<file path="src/inc/sfc_pkg.sv">
// ============================================================
// Shared constants and types of the serial flash front end
package sfc_pkg;

  // Serial framing
  localparam int unsigned BYTE_W   = 8;
  localparam int unsigned CNT_W    = 4;
  localparam logic [2:0]  BIT_LAST = 3'h7;
  localparam logic [3:0]  CNT_SAT  = 4'hf;

  // Bus cycles completed when an instruction is whole or a standard id byte is due
  localparam logic [3:0] CNT_OP        = 4'h1;
  localparam logic [3:0] CNT_STATUS_WR = 4'h2;
  localparam logic [3:0] CNT_AAI_NEXT  = 4'h3;
  localparam logic [3:0] CNT_STD_LAST  = 4'h3;
  localparam logic [3:0] CNT_ADDR      = 4'h4;
  localparam logic [3:0] CNT_FAST      = 4'h5;
  localparam logic [3:0] CNT_BYTE_PROG = 4'h5;
  localparam logic [3:0] CNT_AAI_FIRST = 4'h6;
  localparam logic [3:0] CNT_STD_TYPE  = 4'h2;

  // Opcodes
  localparam logic [7:0] OPC_NONE          = 8'h00;
  localparam logic [7:0] OPC_STATUS_WRITE  = 8'h01;
  localparam logic [7:0] OPC_BYTE_PROGRAM  = 8'h02;
  localparam logic [7:0] OPC_READ          = 8'h03;
  localparam logic [7:0] OPC_WRITE_DISABLE = 8'h04;
  localparam logic [7:0] OPC_STATUS_READ   = 8'h05;
  localparam logic [7:0] OPC_WRITE_ENABLE  = 8'h06;
  localparam logic [7:0] OPC_FAST_READ     = 8'h0b;
  localparam logic [7:0] OPC_SECTOR_ERASE  = 8'h20;
  localparam logic [7:0] OPC_STATUS_UNLOCK = 8'h50;
  localparam logic [7:0] OPC_CHIP_ERASE_A  = 8'h60;
  localparam logic [7:0] OPC_BUSY_OUT_EN   = 8'h70;
  localparam logic [7:0] OPC_BUSY_OUT_DIS  = 8'h80;
  localparam logic [7:0] OPC_MAKER_DEV_ID  = 8'h90;
  localparam logic [7:0] OPC_STD_ID        = 8'h9f;
  localparam logic [7:0] OPC_SIGNATURE     = 8'hab;
  localparam logic [7:0] OPC_WORD_PROGRAM  = 8'had;
  localparam logic [7:0] OPC_CHIP_ERASE_B  = 8'hc7;
  localparam logic [7:0] OPC_BLOCK_ERASE   = 8'hd8;

  // Status byte layout
  localparam int unsigned ST_BUSY  = 0;
  localparam int unsigned ST_WEL   = 1;
  localparam int unsigned ST_BP_LO = 2;
  localparam int unsigned ST_BP_HI = 4;
  localparam int unsigned ST_AAI   = 6;
  localparam int unsigned ST_BPL   = 7;
  localparam logic [2:0]  BP_RESET = 3'h7;

  // Pin synchroniser lanes and their idle levels
  localparam int unsigned PIN_N    = 4;
  localparam int unsigned PIN_SCK  = 0;
  localparam int unsigned PIN_CS   = 1;
  localparam int unsigned PIN_SI   = 2;
  localparam int unsigned PIN_WP   = 3;
  localparam logic [3:0]  PIN_IDLE = 4'ha;

  // Word program address step
  localparam logic [23:0] AAI_STEP      = 24'h00_0002;
  localparam logic [23:0] AAI_LAST_BYTE = 24'h00_0001;

  typedef enum logic [2:0] {
    OP_SECTOR_ERASE = 3'h0,
    OP_BLOCK_ERASE  = 3'h1,
    OP_CHIP_ERASE   = 3'h2,
    OP_BYTE_PROGRAM = 3'h3,
    OP_WORD_PROGRAM = 3'h4
  } array_op_t;

  typedef struct packed {
    array_op_t   op;
    logic [23:0] addr;
    logic [15:0] data;
  } array_req_t;

  typedef enum logic [1:0] {
    FR_IDLE = 2'b00,
    FR_RECV = 2'b01,
    FR_EXEC = 2'b11
  } frame_state_t;

endpackage : sfc_pkg

</file>
<file path="src/hdl/req_fifo.sv">
`timescale 1ns/1ns
`default_nettype none
// ============================================================
// Request FIFO between the command decoder and the array
module req_fifo #(
  parameter int unsigned WIDTH = 8,
  parameter int unsigned DEPTH = 16
) (
  input  wire logic             ref_clk,
  input  wire logic             rst_n,
  input  wire logic             in_valid,
  output logic                  in_ready,
  input  wire logic [WIDTH-1:0] in_data,
  output logic                  out_valid,
  input  wire logic             out_ready,
  output logic      [WIDTH-1:0] out_data
);
  localparam int unsigned AW = (DEPTH > 1) ? $clog2(DEPTH) : 1;

  // ============================================================
  // Parameter check
  if (DEPTH < 2 || (DEPTH & (DEPTH - 1)) != 0) begin : g_bad_depth
    $error("req_fifo depth must be a power of two of at least 2");
  end

  logic [WIDTH-1:0] mem_q [DEPTH];
  logic [AW:0]      wr_ptr_q;
  logic [AW:0]      rd_ptr_q;
  logic             push;
  logic             pop;

  // Full when pointers differ only in the wrap bit
  assign in_ready  = (wr_ptr_q ^ rd_ptr_q) != {1'b1, {AW{1'b0}}};
  assign out_valid = wr_ptr_q != rd_ptr_q;
  assign push      = in_valid & in_ready;
  assign pop       = out_valid & out_ready;
  assign out_data  = mem_q[rd_ptr_q[AW-1:0]];

  // Storage
  always_ff @(posedge ref_clk) begin
    if (push) begin
      mem_q[wr_ptr_q[AW-1:0]] <= in_data;
    end
  end

  // Pointers
  always_ff @(posedge ref_clk or negedge rst_n) begin
    if (!rst_n) begin
      wr_ptr_q <= '0;
      rd_ptr_q <= '0;
    end else begin
      if (push) begin
        wr_ptr_q <= wr_ptr_q + 1'b1;
      end
      if (pop) begin
        rd_ptr_q <= rd_ptr_q + 1'b1;
      end
    end
  end

endmodule : req_fifo
`default_nettype wire

</file>
<file path="src/hdl/serial_flash_command_decoder.sv">
`timescale 1ns/1ns
`default_nettype none
// ============================================================
module serial_flash_command_decoder
  import sfc_pkg::*;
#(
  parameter int unsigned        ADDR_W     = 24,
  parameter int unsigned        FIFO_DEPTH = 16,
  parameter logic [ADDR_W-1:0]  TOP_ADDR   = '1,
  parameter logic [7:0]         SIGNATURE  = 8'h5a, // Arbitrary value
  parameter logic [7:0]         MAKER_CODE = 8'ha5, // Arbitrary value
  parameter logic [7:0]         DEV_CODE   = 8'h3c, // Arbitrary value
  parameter logic [7:0]         MEM_TYPE   = 8'h4b, // Arbitrary value
  parameter logic [7:0]         CAPACITY   = 8'h11  // Arbitrary value
) (
  input  wire logic                ref_clk,
  input  wire logic                rst_n,
  input  wire logic                sck,
  input  wire logic                cs_n,
  input  wire logic                si,
  input  wire logic                wp_n,
  output logic                     so,
  output logic                     so_oe_n,
  output logic      [ADDR_W-1:0]   rd_addr,
  input  wire logic [7:0]          rd_data,
  input  wire logic                array_busy,
  output logic                     req_valid,
  input  wire logic                req_ready,
  output var sfc_pkg::array_req_t  req,
  output logic                     write_enable_latch,
  output logic      [7:0]          status_byte
);
  import sfc_pkg::*;

  // ============================================================
  // Parameter check
  if (ADDR_W < 12 || ADDR_W > 24) begin : g_bad_addr
    $error("ADDR_W must lie between 12 and 24");
  end

  logic [PIN_N-1:0]  pin_raw;
  logic [PIN_N-1:0]  pin_meta_q;
  logic [PIN_N-1:0]  pin_sync_q;
  logic              sck_prev_q;
  logic              cs_prev_q;
  logic              sck_s;
  logic              cs_s;
  logic              si_s;
  logic              wp_s;
  logic              sck_rise;
  logic              sck_fall;
  logic              cs_fall;
  logic              cs_rise;
  logic              byte_done;
  logic [7:0]        rx_byte;
  logic [2:0]        bit_cnt_q;
  logic [7:0]        shift_q;
  logic [3:0]        byte_cnt_q;
  logic [3:0]        byte_cnt_d;
  logic [7:0]        opcode_q;
  logic [7:0]        prev_op_q;
  logic [23:0]       addr_q;
  logic [23:0]       addr_d;
  logic [15:0]       data_q;
  frame_state_t      frame_q;
  logic              exec;
  logic [ADDR_W-1:0] rd_addr_q;
  logic              id_flip_q;
  logic [7:0]        tx_q;
  logic [7:0]        tx_d;
  logic              drive_d;
  logic              so_q;
  logic              so_oe_n_q;
  logic              wel_q;
  logic              aai_q;
  logic [23:0]       aai_addr_q;
  logic [23:0]       aai_word;
  logic              aai_at_top;
  logic              busy_out_en_q;
  logic [2:0]        bp_q;
  logic              bpl_q;
  logic              busy;
  logic              fifo_ready;
  logic              is_erase_prog;
  logic              cmd_whole;
  logic              push;
  array_req_t        push_req;
  logic              status_write_cmd_ok;

  // ============================================================
  // Pin synchronisers, two flops per lane
  assign pin_raw[PIN_SCK] = sck;
  assign pin_raw[PIN_CS]  = cs_n;
  assign pin_raw[PIN_SI]  = si;
  assign pin_raw[PIN_WP]  = wp_n;

  for (genvar g = 0; g < PIN_N; g++) begin : g_sync
    always_ff @(posedge ref_clk or negedge rst_n) begin
      if (!rst_n) begin
        pin_meta_q[g] <= PIN_IDLE[g];
        pin_sync_q[g] <= PIN_IDLE[g];
      end else begin
        pin_meta_q[g] <= pin_raw[g];
        pin_sync_q[g] <= pin_meta_q[g];
      end
    end
  end

  assign sck_s = pin_sync_q[PIN_SCK];
  assign cs_s  = pin_sync_q[PIN_CS];
  assign si_s  = pin_sync_q[PIN_SI];
  assign wp_s  = pin_sync_q[PIN_WP];

  // Edge history of the serial clock and chip select
  always_ff @(posedge ref_clk or negedge rst_n) begin
    if (!rst_n) begin
      sck_prev_q <= PIN_IDLE[PIN_SCK];
      cs_prev_q  <= PIN_IDLE[PIN_CS];
    end else begin
      sck_prev_q <= sck_s;
      cs_prev_q  <= cs_s;
    end
  end

  assign sck_rise  = sck_s & ~sck_prev_q & ~cs_s;
  assign sck_fall  = ~sck_s & sck_prev_q & ~cs_s;
  assign cs_fall   = ~cs_s & cs_prev_q;
  assign cs_rise   = cs_s & ~cs_prev_q;
  assign rx_byte   = {shift_q[6:0], si_s};
  assign byte_done = sck_rise && (bit_cnt_q == BIT_LAST);
  assign byte_cnt_d = (byte_cnt_q == CNT_SAT) ? CNT_SAT : 4'(byte_cnt_q + 1'b1);
  assign addr_d    = {addr_q[15:0], rx_byte};

  // ============================================================
  // Receive shifter and bit counter
  always_ff @(posedge ref_clk or negedge rst_n) begin
    if (!rst_n) begin
      bit_cnt_q <= '0;
      shift_q   <= '0;
    end else if (cs_fall) begin
      bit_cnt_q <= '0;
    end else if (sck_rise) begin
      bit_cnt_q <= 3'(bit_cnt_q + 1'b1);
      shift_q   <= rx_byte;
    end
  end

  // Byte count, opcode, address and data capture
  always_ff @(posedge ref_clk or negedge rst_n) begin
    if (!rst_n) begin
      byte_cnt_q <= '0;
      opcode_q   <= OPC_NONE;
      addr_q     <= '0;
      data_q     <= '0;
    end else if (cs_fall) begin
      byte_cnt_q <= '0;
      opcode_q   <= OPC_NONE;
    end else if (byte_done) begin
      byte_cnt_q <= byte_cnt_d;
      if (byte_cnt_q == '0) begin
        opcode_q <= rx_byte;
      end else begin
        data_q <= {data_q[7:0], rx_byte};
        if (byte_cnt_d <= CNT_ADDR) begin
          addr_q <= addr_d;
        end
      end
    end
  end

  // ============================================================
  // Frame state: execute only on a whole byte boundary
  always_ff @(posedge ref_clk or negedge rst_n) begin
    if (!rst_n) begin
      frame_q <= FR_IDLE;
    end else begin
      case (frame_q)
        FR_IDLE: begin
          if (cs_fall) begin
            frame_q <= FR_RECV;
          end
        end
        FR_RECV: begin
          if (cs_rise) begin
            if (bit_cnt_q == '0 && byte_cnt_q != '0) begin
              frame_q <= FR_EXEC;
            end else begin
              frame_q <= FR_IDLE;
            end
          end
        end
        FR_EXEC: begin
          frame_q <= FR_IDLE;
        end
        default: begin
          frame_q <= FR_IDLE;
        end
      endcase
    end
  end

  assign exec = (frame_q == FR_EXEC);

  // Last completed instruction, for the status write unlock
  always_ff @(posedge ref_clk or negedge rst_n) begin
    if (!rst_n) begin
      prev_op_q <= OPC_NONE;
    end else if (exec) begin
      prev_op_q <= opcode_q;
    end
  end

  // ============================================================
  // Read pointer and id alternation
  always_ff @(posedge ref_clk or negedge rst_n) begin
    if (!rst_n) begin
      rd_addr_q <= '0;
      id_flip_q <= 1'b0;
    end else if (byte_done) begin
      if (byte_cnt_d == CNT_ADDR) begin
        rd_addr_q <= addr_d[ADDR_W-1:0];
        id_flip_q <= rx_byte[0];
      end else begin
        if ((opcode_q == OPC_READ && byte_cnt_d > CNT_ADDR) ||
            (opcode_q == OPC_FAST_READ && byte_cnt_d > CNT_FAST)) begin
          rd_addr_q <= ADDR_W'(rd_addr_q + 1'b1);
        end
        if (byte_cnt_d > CNT_ADDR) begin
          id_flip_q <= ~id_flip_q;
        end
      end
    end
  end

  assign rd_addr = rd_addr_q;

  // Status byte as seen by the host
  assign busy = array_busy | req_valid;
  always_comb begin
    status_byte                    = '0;
    status_byte[ST_BUSY]           = busy;
    status_byte[ST_WEL]            = wel_q;
    status_byte[ST_BP_HI:ST_BP_LO] = bp_q;
    status_byte[ST_AAI]            = aai_q;
    status_byte[ST_BPL]            = bpl_q;
  end

  // ============================================================
  // Response byte for the coming bus cycle
  always_comb begin
    tx_d    = '0;
    drive_d = 1'b0;
    case (opcode_q)
      OPC_READ: begin
        drive_d = byte_cnt_q >= CNT_ADDR;
        tx_d    = rd_data;
      end
      OPC_FAST_READ: begin
        drive_d = byte_cnt_q >= CNT_FAST;
        tx_d    = rd_data;
      end
      OPC_STATUS_READ: begin
        drive_d = byte_cnt_q >= CNT_OP;
        tx_d    = status_byte;
      end
      OPC_SIGNATURE: begin
        drive_d = byte_cnt_q >= CNT_OP;
        tx_d    = SIGNATURE;
      end
      OPC_STD_ID: begin
        drive_d = byte_cnt_q >= CNT_OP && byte_cnt_q <= CNT_STD_LAST;
        tx_d    = (byte_cnt_q == CNT_OP) ? MAKER_CODE :
                  (byte_cnt_q == CNT_STD_TYPE) ? MEM_TYPE : CAPACITY;
      end
      OPC_MAKER_DEV_ID: begin
        drive_d = byte_cnt_q >= CNT_ADDR;
        tx_d    = id_flip_q ? DEV_CODE : MAKER_CODE;
      end
      default: begin
        drive_d = 1'b0;
      end
    endcase
  end

  // Serial output: shifted on falling clock; when deselected, drives ready/busy in word program with busy output on, else off
  always_ff @(posedge ref_clk or negedge rst_n) begin
    if (!rst_n) begin
      so_q      <= 1'b0;
      so_oe_n_q <= 1'b1;
      tx_q      <= '0;
    end else if (cs_s) begin
      so_q      <= ~busy;
      so_oe_n_q <= ~(aai_q & busy_out_en_q);
    end else if (cs_fall) begin
      so_oe_n_q <= 1'b1;
    end else if (sck_fall) begin
      if (bit_cnt_q == '0) begin
        tx_q      <= tx_d;
        so_q      <= tx_d[BIT_LAST];
        so_oe_n_q <= ~drive_d;
      end else begin
        so_q <= tx_q[BIT_LAST - bit_cnt_q];
      end
    end
  end

  assign so      = so_q;
  assign so_oe_n = so_oe_n_q;

  // ============================================================
  // Array requests: erase and program
  assign aai_word   = {addr_q[23:1], 1'b0};
  assign aai_at_top = ((aai_q ? aai_addr_q : aai_word) | AAI_LAST_BYTE) >= 24'(TOP_ADDR);

  always_comb begin
    cmd_whole     = 1'b0;
    is_erase_prog = 1'b1;
    push_req      = '{op: OP_CHIP_ERASE, addr: addr_q, data: data_q};
    case (opcode_q)
      OPC_SECTOR_ERASE: begin
        cmd_whole   = byte_cnt_q == CNT_ADDR;
        push_req.op = OP_SECTOR_ERASE;
      end
      OPC_BLOCK_ERASE: begin
        cmd_whole   = byte_cnt_q == CNT_ADDR;
        push_req.op = OP_BLOCK_ERASE;
      end
      OPC_CHIP_ERASE_A, OPC_CHIP_ERASE_B: begin
        cmd_whole   = byte_cnt_q == CNT_OP;
        push_req.op = OP_CHIP_ERASE;
      end
      OPC_BYTE_PROGRAM: begin
        cmd_whole   = byte_cnt_q == CNT_BYTE_PROG;
        push_req.op = OP_BYTE_PROGRAM;
      end
      OPC_WORD_PROGRAM: begin
        cmd_whole     = aai_q ? (byte_cnt_q == CNT_AAI_NEXT)
                              : (byte_cnt_q == CNT_AAI_FIRST);
        push_req.op   = OP_WORD_PROGRAM;
        push_req.addr = aai_q ? aai_addr_q : aai_word;
      end
      default: begin
        is_erase_prog = 1'b0;
      end
    endcase
  end

  // Word program continues only inside an open sequence
  assign push = exec && is_erase_prog && cmd_whole && wel_q && fifo_ready &&
                (!aai_q || opcode_q == OPC_WORD_PROGRAM);

  req_fifo #(
    .WIDTH ($bits(array_req_t)),
    .DEPTH (FIFO_DEPTH)
  ) u_req_fifo (
    .ref_clk   (ref_clk),
    .rst_n     (rst_n),
    .in_valid  (push),
    .in_ready  (fifo_ready),
    .in_data   (push_req),
    .out_valid (req_valid),
    .out_ready (req_ready),
    .out_data  (req)
  );

  // ============================================================
  // Write-enable latch
  assign status_write_cmd_ok = exec && opcode_q == OPC_STATUS_WRITE && byte_cnt_q == CNT_STATUS_WR &&
                   (prev_op_q == OPC_STATUS_UNLOCK || prev_op_q == OPC_WRITE_ENABLE) &&
                   !(~wp_s && bpl_q);

  always_ff @(posedge ref_clk or negedge rst_n) begin
    if (!rst_n) begin
      wel_q <= 1'b0;
    end else if (exec && byte_cnt_q == CNT_OP && opcode_q == OPC_WRITE_DISABLE) begin
      wel_q <= 1'b0;
    end else if (exec && byte_cnt_q == CNT_OP && opcode_q == OPC_WRITE_ENABLE) begin
      wel_q <= 1'b1;
    end else if (push && (opcode_q != OPC_WORD_PROGRAM || aai_at_top)) begin
      wel_q <= 1'b0;
    end else if (status_write_cmd_ok) begin
      wel_q <= 1'b0;
    end
  end

  assign write_enable_latch = wel_q;

  // Word program sequence state and next word address
  always_ff @(posedge ref_clk or negedge rst_n) begin
    if (!rst_n) begin
      aai_q      <= 1'b0;
      aai_addr_q <= '0;
    end else if (exec && byte_cnt_q == CNT_OP && opcode_q == OPC_WRITE_DISABLE) begin
      aai_q <= 1'b0;
    end else if (push && opcode_q == OPC_WORD_PROGRAM) begin
      aai_q      <= ~aai_at_top;
      aai_addr_q <= push_req.addr + AAI_STEP;
    end
  end

  // Ready/busy output control
  always_ff @(posedge ref_clk or negedge rst_n) begin
    if (!rst_n) begin
      busy_out_en_q <= 1'b0;
    end else if (exec && byte_cnt_q == CNT_OP) begin
      if (opcode_q == OPC_BUSY_OUT_EN) begin
        busy_out_en_q <= 1'b1;
      end else if (opcode_q == OPC_BUSY_OUT_DIS) begin
        busy_out_en_q <= 1'b0;
      end
    end
  end

  // Protection bits written by the status write
  always_ff @(posedge ref_clk or negedge rst_n) begin
    if (!rst_n) begin
      bp_q  <= BP_RESET;
      bpl_q <= 1'b0;
    end else if (status_write_cmd_ok) begin
      bp_q  <= data_q[ST_BP_HI:ST_BP_LO];
      bpl_q <= data_q[ST_BPL];
    end
  end

endmodule : serial_flash_command_decoder
`default_nettype wire

</file>
<file path="config.mk">
export PLATFORM = sky130hd
export DESIGN_NAME = serial_flash_command_decoder
export DESIGN_NICKNAME = d
export VERILOG_FILES = /design/src/inc/sfc_pkg.sv /design/src/hdl/req_fifo.sv /design/src/hdl/serial_flash_command_decoder.sv
export SDC_FILE = /design/constraint.sdc
export NUM_CORES = 1
export LEC_CHECK = 0
export ABC_CLOCK_PERIOD_IN_PS = 11200
export BUFFER_PORTS_ARGS = -buffer_cell sky130_fd_sc_hd__buf_4
export CAP_MARGIN = 20
export CELL_PAD_IN_SITES_DETAIL_PLACEMENT = 1
export CELL_PAD_IN_SITES_GLOBAL_PLACEMENT = 1
export CORE_MARGIN = 2
export CORE_UTILIZATION = 57
export DETAILED_ROUTE_END_ITERATION = 10
export PLACE_DENSITY_LB_ADDON = 0.1
export SLEW_MARGIN = 0
export SYNTH_ARGS = -nofsm -noshare
export SYNTH_HDL_FRONTEND = slang
export SYNTH_HIERARCHICAL = 1
export SYNTH_SLANG_ARGS = --single-unit
</file>
<file path="constraint.sdc">
create_clock -name ref_clk -period 11.2 [get_ports ref_clk]
set_clock_uncertainty 0.1 [all_clocks]
set_input_delay 1.68 -clock ref_clk [delete_from_list [all_inputs] [get_ports ref_clk]]
set_output_delay 1.68 -clock ref_clk [all_outputs]
set_load 0.05 [all_outputs]
</file>
==> results.txt <==
----------------------------------------------------
[Status]
  Run status ... finished clean

[Clocking]
  CTS Root Buffer Type ... sky130_fd_sc_hd__clkbuf_16
  CTS clock-pin slew for the worst setup and hold paths ... 60 ps
  Clk Latency, worst-skew pair ... 630 ps
  Setup Fix Bufs, Post-CTS ... 0
  Number of H-tree branching levels ... 3
  CTS tree ... yes
  Hold Buf Count CTS ... 0
  Max Buffers Root-to-Sink ... 3
  Number of buffers added by the clock tree synthesis step ... 87
  Clock Sink Count ... 846
  CTS-repair resized insts ... 0

[Timing]
  TNS Setup ... 0 ps
  Post-layout min period ... 6430 ps
  Hold Violations, Final ... 0
  RSZ-0062 raised after global routing ... false
  Part of the cycle the worst path needs ... 57.41%
  Highest achievable clock rate ... 155.5 MHz
  Setup Viol. Count Final ... 0
  Final count of pins violating max slew ... 0
  Slew Limit Headroom ... 24.54%
  Transition time at the pin with the least slew margin ... 1132 ps

[Detailed routing]
  DRT antenna net count ... 0
  Number of DRC markers in iteration 0 ... 1813
  Vias per Instance ... 6.574
  Number of vias in the routed layout ... 20750
  1st-pass router iterations ... 6
  Average wire length per cell after detail routing ... 29.31 um
  Wire length after detailed routing ... 92.50 mm
  Detailed-route DRC error count ... 0

[Power]
  Net load switching power ... 0.001252 W
  Share of power burned in the clock network ... 46.1%
  Proportion of power drawn by combinational gates ... 0.7%
  Cell-internal power ... 0.005130 W
  PwrDens ... 161.9 nW/um^2
  Leakage power figure ... 12.74 nW
  Worst supply voltage drop on vdd ... 0.1026 mV
  Fraction of power spent switching nets ... 19.62%
  Fraction of power consumed by sequential logic ... 53.3%

[Synth]
  Commonest register cell after synthesis ... sky130_fd_sc_hd__edfxtp_1
  Unique cell type count in the Yosys netlist ... 77
  Total standard cell area after synthesis ... 35080 um^2
  Number of cells produced by synthesis ... 2219
  Largest area contributor in the synthesized netlist ... sky130_fd_sc_hd__edfxtp_1
  Syn_area_per_cell ... 15.81 um^2
  Warnings from Yosys ... 6
  Mapped Nets ... 2250
  Flip-flop and latch count after synthesis ... 846
  Biggest area contributors in the synthesized netlist ... sky130_fd_sc_hd__edfxtp_1 (59%), sky130_fd_sc_hd__dfrtp_1 (11%), sky130_fd_sc_hd__mux4_2 (5.6%)
  Async set or reset register ratio after synthesis ... 18.68%
  Sequential share of the synthesized area ... 70.20%
  Number of enable-type register cells in the synthesized netlist ... 688
  Area share of the largest cell type after synthesis ... 58.90%

[Layout]
  Area Overhead vs Synth ... 12.40%
  Share of cells above drive strength 1 ... 19.68%
  Post-Route Utilization ... 65.08%
  Number of nets in the finished design ... 2333

[Floorplan]
  Cell row count ... 90
  Initial Util ... 57.90%
  Core Footprint ... 60580 um^2
  Die width ... 252.1 um
  Total I/O pin count ... 95
  Vertical extent of the die ... 252.1 um
  Die footprint ... 63540 um^2

[Setup path]
  Path type of the worst setup path ... flop to primary output
  Kind of capture point of the worst setup path ... primary output
  Data arrival time of the critical path ... 4650 ps
  Setup crit start kind ... flop
  Highest net fanout along the worst path ... 111
  CP Data Required Time ... 9420 ps

[Placed design]
  Total of buffers placed on input and output ports ... 93
  RD Place Congestion ... 0.8616
  Final HPWL DP ... 50.89 mm

[Global routing]
  Global-route congestion overflow total ... 0
  Gr usage total ... 29.67%
  Initial antenna violation count ... 2
  Vias in the first global route ... 22320
  Maximum number of pins on one net before global-route repair ... 112
  Wire length of the first global-routing pass ... 139.7 mm

[Job]
  Maximum Capacitance Violations ... 0

[Worst hold path]
  Path type of the worst min-delay path ... flop to flop

----------------------------------------------------
[synth_stat cells, drive strengths merged, types with 15 or more instances]
| cell | instances |
|---|---|
| edfxtp | 688 |
| mux4 | 87 |
| a22oi | 47 |
| a21oi | 50 |
| nand2 | 211 |
| mux2 | 68 |
| buf | 63 |
| o21ai | 103 |
| nand4 | 17 |
| clkbuf | 80 |
| nor2 | 68 |
| a221oi | 46 |
| o211ai | 46 |
| ha | 15 |
| xnor2 | 24 |
| inv | 16 |
| mux2i | 176 |
| nand3 | 44 |
| dfrtp | 149 |
| nor3 | 30 |
[flip-flops by register name, summed over array words and instances, names as in the netlist, 2 cells and up]
name and count:
aai_addr_q 24, addr_q 24, bit_cnt_q 3, bp_q 3
byte_cnt_q 4, data_q 16, frame_q 2, opcode_q 8
pin_meta_q 4, prev_op_q 8, rd_addr 24, shift_q 7
tx_q 8, u_req_fifo/mem_q 688, u_req_fifo/rd_ptr_q 5, u_req_fifo/wr_ptr_q 5
[cell type report]
| type | instances | area, um^2 |
|---|---|---|
| Multi-Input combinational cell | 1214 | 9809 |
| Sequential cell | 846 | 24640 |
| Clock buffer | 109 | 2342 |
| Timing Repair Buffer | 137 | 1050 |
| Antenna cell | 1 | 2.502 |
| Tap cell | 782 | 978.4 |
| Inverter | 16 | 60.06 |
| Fill cell | 5381 | 21160 |
| Clock inverter | 51 | 545.5 |
[cells by family (layout without fill, tap and decap cells)]
kind of cell,count (synthesis),in the layout,share of synthesized area [%]
compound gates,383,383,7.366
xor+xnor,29,29,0.7241
fa+ha+maj,15,15,0.5350
buf+inv,159,313,2.261
flops,846,846,70.20
mux,331,331,12.79
other cells,1,2,0.01069
simple gates,455,455,6.113
[worst max-delay path, stage by stage, from the launching register on]
cell and delay, ps:
sky130_fd_sc_hd__dfrtp_4 1000, sky130_fd_sc_hd__buf_12 620, sky130_fd_sc_hd__buf_4 900, sky130_fd_sc_hd__mux4_2 600, sky130_fd_sc_hd__o211ai_1 210, sky130_fd_sc_hd__nand2_1 160, sky130_fd_sc_hd__buf_4 220
[power by group through the flow]
stage,combinational (W),sequential (W),clock (W)
after global placement,0.0000429,0.00346,0
after floorplan,0.0000227,0.00345,0
after global routing,0.0000486,0.00340,0.00309
after detailed placement,0.0000446,0.00346,0
final,0.0000439,0.00340,0.00294
after CTS,0.0000452,0.00340,0.00298
[layer usage]
layer  track usage (%)  up-vias  wire length, um
met1             40.27    10860            36900
li1                  -     8893                -
met5                 0        -                0
met4             9.535        0             2246
met3             3.920      157             6208
met2             50.27      838            47150
[metrics by stage]
step / instances / setup slack [ps] / hold slack, ps / total power (W) / area [um^2]
final: 3156 / 4770 / 254.8 / 0.006382 / 39430
after global routing: 3155 / 4545 / 262.0 / 0.006538 / 39430
after CTS: 3153 / 4757 / 256.6 / 0.006425 / 39400
after detailed placement: 2993 / 5481 / 236.4 / 0.003508 / 36520
after global placement: 2992 / 5549 / 232.0 / 0.003506 / 36510
after floorplan: 2219 / 5522 / 231.2 / 0.003474 / 35080
[cell usage in the layout, fill, tap and decap left out, drive strengths merged, types with 6 or more instances in the layout]
| cell | count |
|---|---|
| edfxtp | 688 |
| nand2 | 211 |
| mux2i | 176 |
| dfrtp | 149 |
| buf | 137 |
| clkbuf | 109 |
| o21ai | 103 |
| mux4 | 87 |
| mux2 | 68 |
| nor2 | 68 |
| a21oi | 50 |
| a22oi | 47 |
| a221oi | 46 |
| o211ai | 46 |
| nand3 | 44 |
| clkinv | 32 |
| nor3 | 30 |
| xnor2 | 24 |
| inv | 21 |
| nand4 | 17 |
| ha | 15 |
| a31oi | 14 |
| bufinv | 11 |
| nor2b | 11 |
| and3 | 10 |
| o22ai | 10 |
| dfstp | 9 |
| o31ai | 9 |
| nand2b | 8 |
| a22o | 8 |
| nor4 | 7 |
| or4 | 7 |
| and3b | 6 |
| a2bb2oi | 6 |
[worst paths after layout]
check,end,cells past startpoint,slack (ps),startpoint
setup reg to reg,u_req_fifo/mem_q[9][33]$_DFFE_PP_,12,5400,u_req_fifo/rd_ptr_q[2]$_DFFE_PN0P_
min in group asynchronous,rd_addr[17]$_DFFE_PN0P_,1,1040,rst_n
max in group asynchronous,u_req_fifo/rd_ptr_q[2]$_DFFE_PN0P_,2,8330,rst_n
hold / removal,cs_s$_DFF_PN1_,0,250,pin_meta_q[1]$_DFF_PN1_
hold reg to reg,cs_s$_DFF_PN1_,0,250,pin_meta_q[1]$_DFF_PN1_
setup / recovery,req[25],6,4770,u_req_fifo/rd_ptr_q[0]$_DFFE_PN0P_
Note: power is estimated with default switching activity, not from simulation.
